File: config.mk
export PLATFORM = sky130hd
export DESIGN_NAME = reset_boot_clock_select
export DESIGN_NICKNAME = d
export VERILOG_FILES = /design/src/include/reset_boot_pkg.sv /design/src/hw/reset_boot_clock_select.sv
export VERILOG_INCLUDE_DIRS = /design/src /design/src/include
export SDC_FILE = /design/constraint.sdc
export NUM_CORES = 1
export LEC_CHECK = 0
export ABC_CLOCK_PERIOD_IN_PS = 2690
export BUFFER_PORTS_ARGS = -buffer_cell sky130_fd_sc_hd__buf_2
export CORE_ASPECT_RATIO = 1.2
export CORE_MARGIN = 5
export CORE_UTILIZATION = 31
export CTS_BUF_LIST = sky130_fd_sc_hd__clkbuf_16
export CTS_CLUSTER_DIAMETER = 50
export DETAILED_ROUTE_END_ITERATION = 7
export SKIP_LAST_GASP = 1
export SYNTH_ARGS = -nofsm -noshare
export SYNTH_HDL_FRONTEND = slang
export SYNTH_SLANG_ARGS = --single-unit
export TNS_END_PERCENT = 10
File: constraint.sdc
create_clock -name clk -period 2.69 [get_ports clk]
set_input_delay 0.538 -clock clk [delete_from_list [all_inputs] [get_ports clk]]
set_output_delay 0.538 -clock clk [all_outputs]
set_load 0.02 [all_outputs]
File: src/include/reset_boot_map.svh
// Purpose: named offsets, field positions, reset values and counts of the reset/boot block
// Assumes: word addresses on the plain register port, 16-bit data
// Notes:   definitions only
`ifndef RESET_BOOT_MAP_SVH
`define RESET_BOOT_MAP_SVH

// register word addresses
`define RB_ADDR_PULLUP      8'h00
`define RB_ADDR_OSC         8'h01
`define RB_ADDR_STATUS      8'h02

// pull-up disable register fields
`define RB_PUD_RESET        0
`define RB_PUD_BOOTSEL      1
`define RB_PUD_EXTMEM       2
`define RB_PUD_RESET_VAL    3'h0

// oscillator control register fields
`define RB_OSC_LEVEL        0
`define RB_OSC_RESET_VAL    1'h0

// status register fields
`define RB_ST_BOOT_EXT      0
`define RB_ST_EXTMEM_WIDE   1
`define RB_ST_SECURED       2
`define RB_ST_CLK_MODE      3
`define RB_ST_DEBUG_RUN     4

// internal clocks from synchronised reset-source release to internal reset release
`define RB_RELEASE_CYCLES   32

`define RB_SYNC_RESET_VAL   2'h0
`define RB_COUNT_ZERO       8'h00
`define RB_COUNT_ONE        8'h01
`define RB_DATA_ZERO        16'h0000

`endif

File: src/include/reset_boot_pkg.sv
// Purpose: state type of the reset/boot block
// Assumes: state is registered as one packed struct
// Notes:   field widths only; values live in reset_boot_map.svh
package reset_boot_pkg;

	typedef struct packed {
		logic [1:0]  rstPinSync;   // external reset pin synchroniser
		logic [1:0]  trstSync;     // test-port reset synchroniser
		logic [1:0]  extBootSync;  // boot select strap synchroniser
		logic [1:0]  extMemSync;   // memory mode strap synchroniser
		logic [1:0]  clkModeSync;  // clock source mode synchroniser
		logic [7:0]  relCount;     // release counter
		logic        chipRstN;     // internal reset, low = in reset
		logic        dbgRstN;      // debug logic reset, low = in reset
		logic [2:0]  pullupDis;    // pull-up disable register
		logic        oscHigh;      // oscillator high-level select
		logic        bootExt;      // latched boot mode
		logic        extMemWide;   // latched memory mode
		logic        secLatched;   // flash security seen at release
		logic [15:0] rdata;        // read data
	} rb_state_t;

endpackage

File: src/hw/reset_boot_clock_select.sv
// Purpose: chip reset release, reset output, boot strap capture, pull-up and oscillator bits
// Assumes: rstn is the power-on reset; pins are asynchronous and synchronised here
// Notes:   pin reset takes effect after the two synchroniser stages
//
// Design decisions made here: the placing of the registers and the plain strobed port.
`timescale 1ns/100ps
`include "reset_boot_map.svh"

// What this block does
// - a low external reset pin holds internal reset and the pull-up and oscillator registers in reset
// - internal reset releases synchronously after a fixed internal clock count
// - reset pin alone leaves the debug logic running
// - power-on reset asserts internal reset regardless of the reset pin
// - pull-up disable bit turns off reset pin pull-up; enabled after reset
// - reset output pin follows internal reset at all times
// - high boot select and unsecured flash give external boot, else internal
// - secured flash at reset forces internal boot despite high boot select
// - normally boot internal; memory mode matters only with external boot
// - oscillator high-level select resets to zero, resonator mode
module reset_boot_clock_select
	import reset_boot_pkg::*;
#(
	parameter logic [7:0] RELEASE_CYCLES = 8'(`RB_RELEASE_CYCLES)
) (
	// clock and power-on reset
	input  wire logic        clk,
	input  wire logic        rstn,
	// pins from the board
	input  wire logic        resetPinN,
	input  wire logic        testResetN,
	input  wire logic        extBootPin,
	input  wire logic        extMemModePin,
	input  wire logic        clockSourceMode,
	// on-chip flash security state
	input  wire logic        flashSecured,
	// register port
	input  wire logic [7:0]  regAddr,
	input  wire logic [15:0] regWdata,
	input  wire logic        regWr,
	input  wire logic        regRd,
	output logic      [15:0] regRdata,
	// resets
	output logic             chipResetN,
	output logic             debugResetN,
	output logic             resetOutPin,
	// pad pull-up enables
	output logic             resetPullupEn,
	output logic             bootSelPullupEn,
	output logic             extMemPullupEn,
	// oscillator and boot mode
	output logic             oscHighLevelSelect,
	output logic             bootExternal,
	output logic             extMemWide
);

	localparam logic [7:0] LAST_COUNT = RELEASE_CYCLES - `RB_COUNT_ONE;

	rb_state_t s_r;
	rb_state_t s_nxt;
	logic      pinHeld;

	assign pinHeld = ~s_r.rstPinSync[1];

	// next state: synchronisers, release counter, strap capture, registers
	always_comb begin
		s_nxt = s_r;
		// first stages feed only the second stages
		s_nxt.rstPinSync  = {s_r.rstPinSync[0], resetPinN};
		s_nxt.trstSync    = {s_r.trstSync[0], testResetN};
		s_nxt.extBootSync = {s_r.extBootSync[0], extBootPin};
		s_nxt.extMemSync  = {s_r.extMemSync[0], extMemModePin};
		s_nxt.clkModeSync = {s_r.clkModeSync[0], clockSourceMode};
		// debug reset follows only the test-port reset, never the reset pin
		s_nxt.dbgRstN     = s_r.trstSync[1];
		s_nxt.rdata       = `RB_DATA_ZERO;
		if (pinHeld) begin
			// pin low: restart the whole sequence and reset the registers
			s_nxt.relCount  = `RB_COUNT_ZERO;
			s_nxt.chipRstN  = 1'b0;
			s_nxt.pullupDis = `RB_PUD_RESET_VAL;
			s_nxt.oscHigh   = `RB_OSC_RESET_VAL;
		end else if (!s_r.chipRstN) begin
			if (s_r.relCount == LAST_COUNT) begin
				// release and capture straps in the same edge
				s_nxt.chipRstN   = 1'b1;
				s_nxt.secLatched = flashSecured;
				// secured flash overrides a high boot select
				s_nxt.bootExt    = s_r.extBootSync[1] & ~flashSecured;
				// memory mode only counts when booting externally
				s_nxt.extMemWide = s_r.extBootSync[1] & ~flashSecured
					& s_r.extMemSync[1];
			end else begin
				s_nxt.relCount = s_r.relCount + `RB_COUNT_ONE;
			end
		end else begin
			// software access only while out of reset; writes in reset are dropped
			if (regWr) begin
				unique case (regAddr)
					`RB_ADDR_PULLUP: s_nxt.pullupDis = regWdata[2:0];
					`RB_ADDR_OSC:    s_nxt.oscHigh   = regWdata[`RB_OSC_LEVEL];
					default:         ;
				endcase
			end
			if (regRd) begin
				unique case (regAddr)
					`RB_ADDR_PULLUP: s_nxt.rdata[2:0] = s_r.pullupDis;
					`RB_ADDR_OSC:    s_nxt.rdata[`RB_OSC_LEVEL] = s_r.oscHigh;
					`RB_ADDR_STATUS: begin
						s_nxt.rdata[`RB_ST_BOOT_EXT]    = s_r.bootExt;
						s_nxt.rdata[`RB_ST_EXTMEM_WIDE] = s_r.extMemWide;
						s_nxt.rdata[`RB_ST_SECURED]     = s_r.secLatched;
						s_nxt.rdata[`RB_ST_CLK_MODE]    = s_r.clkModeSync[1];
						s_nxt.rdata[`RB_ST_DEBUG_RUN]   = s_r.dbgRstN;
					end
					default:         ; // unmapped reads return zero
				endcase
			end
		end
	end

	// power-on reset forces everything into reset at once
	always_ff @(posedge clk or negedge rstn) begin
		if (!rstn) begin
			s_r.rstPinSync <= `RB_SYNC_RESET_VAL;
			s_r.trstSync   <= `RB_SYNC_RESET_VAL;
			s_r.extBootSync <= `RB_SYNC_RESET_VAL;
			s_r.extMemSync <= `RB_SYNC_RESET_VAL;
			s_r.clkModeSync <= `RB_SYNC_RESET_VAL;
			s_r.relCount   <= `RB_COUNT_ZERO;
			s_r.chipRstN   <= 1'b0;
			s_r.dbgRstN    <= 1'b0;
			s_r.pullupDis  <= `RB_PUD_RESET_VAL;
			s_r.oscHigh    <= `RB_OSC_RESET_VAL;
			s_r.bootExt    <= 1'b0;
			s_r.extMemWide <= 1'b0;
			s_r.secLatched <= 1'b0;
			s_r.rdata      <= `RB_DATA_ZERO;
		end else begin
			s_r <= s_nxt;
		end
	end

	// outputs straight from state flops
	assign chipResetN         = s_r.chipRstN;
	assign resetOutPin        = s_r.chipRstN;
	assign debugResetN        = s_r.dbgRstN;
	assign resetPullupEn      = ~s_r.pullupDis[`RB_PUD_RESET];
	assign bootSelPullupEn    = ~s_r.pullupDis[`RB_PUD_BOOTSEL];
	assign extMemPullupEn     = ~s_r.pullupDis[`RB_PUD_EXTMEM];
	assign oscHighLevelSelect = s_r.oscHigh;
	assign bootExternal       = s_r.bootExt;
	assign extMemWide         = s_r.extMemWide;
	assign regRdata           = s_r.rdata;

	// checks on the reset sequence and register effects
	AST_PIN_HOLDS: assert property (@(posedge clk) disable iff (!rstn)
		!s_r.rstPinSync[1] |=> !chipResetN && !oscHighLevelSelect)
		else $error("reset pin low did not hold internal reset");

	AST_RELEASE_COUNT: assert property (@(posedge clk) disable iff (!rstn)
		$rose(chipResetN) |-> $past(s_r.relCount) == LAST_COUNT && $past(s_r.rstPinSync[1]))
		else $error("internal reset released at wrong count");

	AST_POR_ASSERTS: assert property (@(posedge clk)
		$rose(rstn) |-> !chipResetN && !resetOutPin)
		else $error("internal reset not asserted after power-on");

	AST_DEBUG_KEPT: assert property (@(posedge clk) disable iff (!rstn)
		(s_r.trstSync[1] && !s_r.rstPinSync[1]) |=> debugResetN)
		else $error("debug logic reset by reset pin alone");

	AST_RESET_OUT: assert property (@(posedge clk)
		resetOutPin == chipResetN)
		else $error("reset output differs from internal reset");

	AST_PULLUP_WRITE: assert property (@(posedge clk) disable iff (!rstn)
		(regWr && regAddr == `RB_ADDR_PULLUP && chipResetN && s_r.rstPinSync[1])
		|=> resetPullupEn == !$past(regWdata[`RB_PUD_RESET]))
		else $error("pull-up disable write did not take effect");

	AST_PULLUP_RESET: assert property (@(posedge clk) disable iff (!rstn)
		!chipResetN |-> resetPullupEn && bootSelPullupEn && extMemPullupEn)
		else $error("pull-up not enabled during reset");

	AST_BOOT_SELECT: assert property (@(posedge clk) disable iff (!rstn)
		$rose(chipResetN) |-> bootExternal == ($past(s_r.extBootSync[1]) && !$past(flashSecured)))
		else $error("boot mode captured wrongly");

	AST_SECURE_INTERNAL: assert property (@(posedge clk) disable iff (!rstn)
		($rose(chipResetN) && $past(flashSecured)) |-> !bootExternal ##1 !bootExternal)
		else $error("secured flash allowed external boot");

	AST_EXTMEM_ONLY_EXT: assert property (@(posedge clk) disable iff (!rstn)
		extMemWide |-> bootExternal)
		else $error("memory mode set while booting internally");

	AST_OSC_DEFAULT: assert property (@(posedge clk) disable iff (!rstn)
		$rose(chipResetN) |-> !oscHighLevelSelect)
		else $error("oscillator select not zero at release");

	// the reset output must already be low while power-on reset is applied
	AST_POR_PIN_LOW: assert property (@(posedge clk)
		!rstn |-> !resetOutPin)
		else $error("reset output high during power-on reset");

	AST_DEBUG_TRACKS_TEST: assert property (@(posedge clk) disable iff (!rstn)
		!s_r.trstSync[1] |=> !debugResetN)
		else $error("debug logic left running under test-port reset");

	AST_OSC_IN_RESET: assert property (@(posedge clk) disable iff (!rstn)
		!chipResetN |-> !oscHighLevelSelect)
		else $error("oscillator select set while in reset");

	// a read during reset must not leak register contents
	AST_READ_IN_RESET: assert property (@(posedge clk) disable iff (!rstn)
		(regRd && !chipResetN) |=> regRdata == `RB_DATA_ZERO)
		else $error("register read answered while in reset");

	AST_STRAP_PULLUP_WRITE: assert property (@(posedge clk) disable iff (!rstn)
		(regWr && regAddr == `RB_ADDR_PULLUP && chipResetN && s_r.rstPinSync[1])
		|=> bootSelPullupEn == !$past(regWdata[`RB_PUD_BOOTSEL])
			&& extMemPullupEn == !$past(regWdata[`RB_PUD_EXTMEM]))
		else $error("strap pull-up disable write did not take effect");

endmodule

# Word level (Yosys, flattened, before mapping)

Index checks and enable logic that the tools add are counted.

Register bits: 32
Input bits: 34
Output and inout port bits: 25
Word-level logic and storage cells: 51

Add/subtract/negate cells: 1
Eq/ne operators: 9
Multiplexer cells: 15
Bitwise logic cells: 7
Reductions and logical operators: 5

Operators by type and width:

| operator            | count |
|---|---|
| $mux 9              | 2 |
| $mux 5              | 3 |
| $mux 4              | 3 |
| $reduce_and 3->1    | 3 |
| $add 8x1->8 const B | 1 |
| $eq 8x1->1 const B  | 1 |
| $eq 8x2->1 const B  | 1 |
| $eq 8x5->1 const B  | 1 |
| $logic_not 8->1     | 1 |
| $mux 8              | 1 |
| $ne 2x2->1 const B  | 4 |
| $not 1->1           | 5 |
| $ne 2x1->1 const B  | 2 |
| $pmux 2 s2          | 1 |
| $mux 3              | 1 |
| $pmux 1 s3          | 1 |
| $and 1x1->1         | 2 |
| $mux 1              | 2 |
| $mux 2              | 1 |
| $reduce_and 2->1    | 1 |

# Logic depth before layout (Yosys ltp)

Depth after elaboration: 5
Gate-level depth with buffers: 4
Depth with buffers taken out: 4

# Worst setup path after synthesis

No wires, ideal clock.

Path kind: register -> register
Start: reg s_r[30] in the netlist's numbering
End: reg s_r[16] in the netlist's numbering
Setup time: 0.125 ns
Arrival: 1.455 ns
Required time: 2.565 ns
Slack: 1.110 ns
Stages on the path, launching flop included: 4
Buffers on the path: 0
Period minus slack after synthesis: 1.580 ns
Cell sequence: dfrtp_1 or3_4 nor4_4 mux2_2

Word-level cells in the longest chain between the ends: 2

Ends and longest elaborated chain:

| element                    | line                           | RTL |
|---|---|---|
| start, declared            | reset_boot_clock_select.sv:58  | `rb_state_t s_r;` |
| start signal, assigned     | reset_boot_clock_select.sv:139 | `s_r <= s_nxt;` |
| $eq 8x5->1                 | reset_boot_clock_select.sv:83  | `if (s_r.relCount == LAST_COUNT) begin` |
| $reduce_and 3->1 (no line) | --                             |  |

No other way between the ends.
A chain may end at the register's enable or synchronous reset.

# Worst setup path after layout

Start: reg s_r[30] in the netlist's numbering
End: reg extMemWide (netlist name)

Word-level cells in the longest chain between the ends: 2

Ends and longest elaborated chain:

| element                    | line |
|---|---|
| $eq 8x5->1                 | reset_boot_clock_select.sv:83 |
| $reduce_and 3->1 (no line) | -- |

No other way between the ends.

==> results.yml <==
synth:
  synth.top_cell.area_share_pct: 55.0
  yosysSeqAreaShare_pct: 55.0
  synthAdderAreaFrac_pct: 0.860
  syn_area_per_cell_sq_um: 11.4
  syn_inst: 128
  synthSimpleGateAreaFrac_pct: 19.3
  synth-compound-area-share_pct: 4.82
  async_flop_share_pct: 100
  netlist_area_sq_um: 1460
  synth_edf_count: 0
  yosysWarningCount: 0
  synth_cell_types: 30
  synth_area_leaders: "dfrtp_1, buf_4, mux2i_1"
  yosysTopAreaCell: "dfrtp_1"
  synth_most_common_cell: "dfrtp_1"
  ys_ff_latch: 32
  synth_commonest_cells: "dfrtp_1, buf_4, nand2_1, mux2i_1, inv_1"
  synth_mux_area_share_pct: 9.20
  synthFlopType: "dfrtp_1"
  synth_top_family_by_area: "simple AND/OR/NAND/NOR gates"
  synth-xor-area-share_pct: 0
grt:
  use_met3_pct: 3.32
  grtUsageTotal_pct: 9.60
  grt_max_degree: 33
  grt_pass1_vias: 1012
  overflow: 0
  antenna_found_initial: 0
  grt-busiest-layer: "met2"
  grt_pass1_wl_microns: 4600
  grtUsageMet1_pct: 11.5
  grt_use_met2_pct: 14.9
floorplanning:
  num_rows: 27
  die_x_microns: 72.5
  io_pins: 59
  core_area_sq_um: 4560
  initial_utilization_pct: 31.9
  die_h_microns: 85.1
  dieArea_sq_um: 6170
timing:
  whs_ps: 317
  setup_viol: 0
  hold_violations: 0
  rsz0062_at_grt: "false"
  fin_crit_sh_pct: 62.6
  period_needed_ps: 1680
  tightest_slew_ps: 705
  slew_headroom_pct: 53.0
  slew_violations: 0
  max_clock_freq_mhz: 594
  tns_ps: 0
  skew_ps: 4.34
worst_setup_path:
  ff2ff_setup_slack_ps: 1010
  critPathLaunchType: "register"
  setup.worst_path.class: "register to register"
  cp-end-kind: "register"
  reg2reg_to: "extMemWide"
  timing.rr.start: "s_r[30]"
  critPathLaunch: "s_r[30]"
  worstPathArrival_ps: 1840
  worstPathMaxFanout: 6
  cp.required_ps: 2850
  ff2ff_path_depth: 3
routing:
  drcViolationCount: 0
  routed_via_density: 4.54
  drt_wl_total_microns: 2710
  wl_per_cell_microns: 12.3
  drt-initial-drc-count: 23
  drtPass1Iterations: 4
  vias: 998
  postRouteAntennaNets: 0
placement:
  gp_congestion: 0.727
  hpwl_microns: 2050
  place_inst: 212
  port_buffers: 34
cells_and_area:
  n_fill_cell: 453
  final_util_pct: 38.4
  antennaDiodeCount: 0
  drive_gt1_share_pct: 29.6
  finalNonFillerCells: 220
  area_growth_pct: 20.4
  nets: 196
power:
  p_leak_nw: 0.871
  total_power_mw: 1.09
  p_per_area_nw_per_um2: 624
  ir_worst_vdd_uv: 490
clocking:
  clock_sinks: 32
  cts_max_path_buffers: 2
  post_cts_buffers: 0
  worstSkewPairLatency_ps: 270
  cts_resized: 0
  clkTransAtPathRegs_ps: 50
  cts_tree: "built"
  htreeDepth: 2
  cts_buffers: 5
  cts_root_buf: "clkbuf_16"
  cts_hold_buf: 0
min_path:
  worstHoldPathType: "primary input to async pin"
outcome:
  outcome: "finished, final reports clean"
job:
  maxCapViolations: 0
==> how the worst max path moves through the flow <==
stage and end:
2_1_floorplan s_r[16], 6_report extMemWide, 3_3_place_gp s_r[21], 4_1_cts extMemWide
5_1_grt s_r[21], 3_5_place_dp s_r[21]
==> layout by cell type (no fill, tap or decap), types with 2 or more instances in the layout <==
cell type  instances
nor2_1             4
and2_1             2
dfrtp_1           32
mux2i_1           10
buf_2             34
nand2_1           12
nand3_1            2
and4_1             4
a21oi_1            3
conb_1            11
inv_1              5
clkbuf_16          5
or3_1              2
nor3_1             2
a31oi_1            2
mux2_2             3
nand4_1            2
nor2b_1            3
a211oi_1           3
nand2b_1           2
clkinv_2           2
o21ai_0            4
nand4b_1           2
nand3b_1           2
==> critical path, cell delays in order (launching register included) <==
cell and delay, ps:
dfrtp_1 420, or3_4 410, nor4_4 360, mux2_2 370
==> stage by stage <==
step,cell area [sq um],setup slack [ps]
floorplan,1490,1110
global placement,1610,816
detailed placement,1610,802
CTS,1750,1010
global route,1750,903
finish,1750,1010
==> cell type report <==
cell class | count | area, sq um | area share, %
Timing Repair Buffer | 35 | 178 | 10.1
Inverter | 5 | 18.8 | 1.07
Clock inverter | 3 | 18.8 | 1.07
Tap cell | 58 | 72.6 | 4.14
Multi-Input combinational cell | 82 | 538 | 30.7
Sequential cell | 32 | 801 | 45.7
Clock buffer | 5 | 125 | 7.14
==> cells by family (layout without fill, tap and decap cells) <==
kind of cell	count (synthesis)	count (layout)
other	1	11
buffers and inverters	24	48
AOI/OAI and AO/OA	12	12
muxes	13	13
and+or+nand+nor	45	45
DFF	32	32
adders and majority gates	1	1
==> flip-flops by register name, indices dropped and copies added (netlist names) <==
name and count:
s_nxt 6, regRdata 5, oscHighLevelSelect 1, extMemWide 1, debugResetN 1, chipResetN 1, s_r 16, bootExternal 1
==> power by group <==
part           switching [mW]  internal (mW)  leakage [nW]
Combinational          0.0415         0.0196         0.379
Clock                   0.194          0.340        0.0736
Sequential            0.00530          0.494         0.419
==> per-layer routing <==
layer / up-vias / wire length (microns)
met3: 5 / 218
met4: 0 / 48
met5: - / 0
met1: 472 / 1140
met2: 40 / 1310
li1: 481 / -
Power figures use the tool's default switching activity.
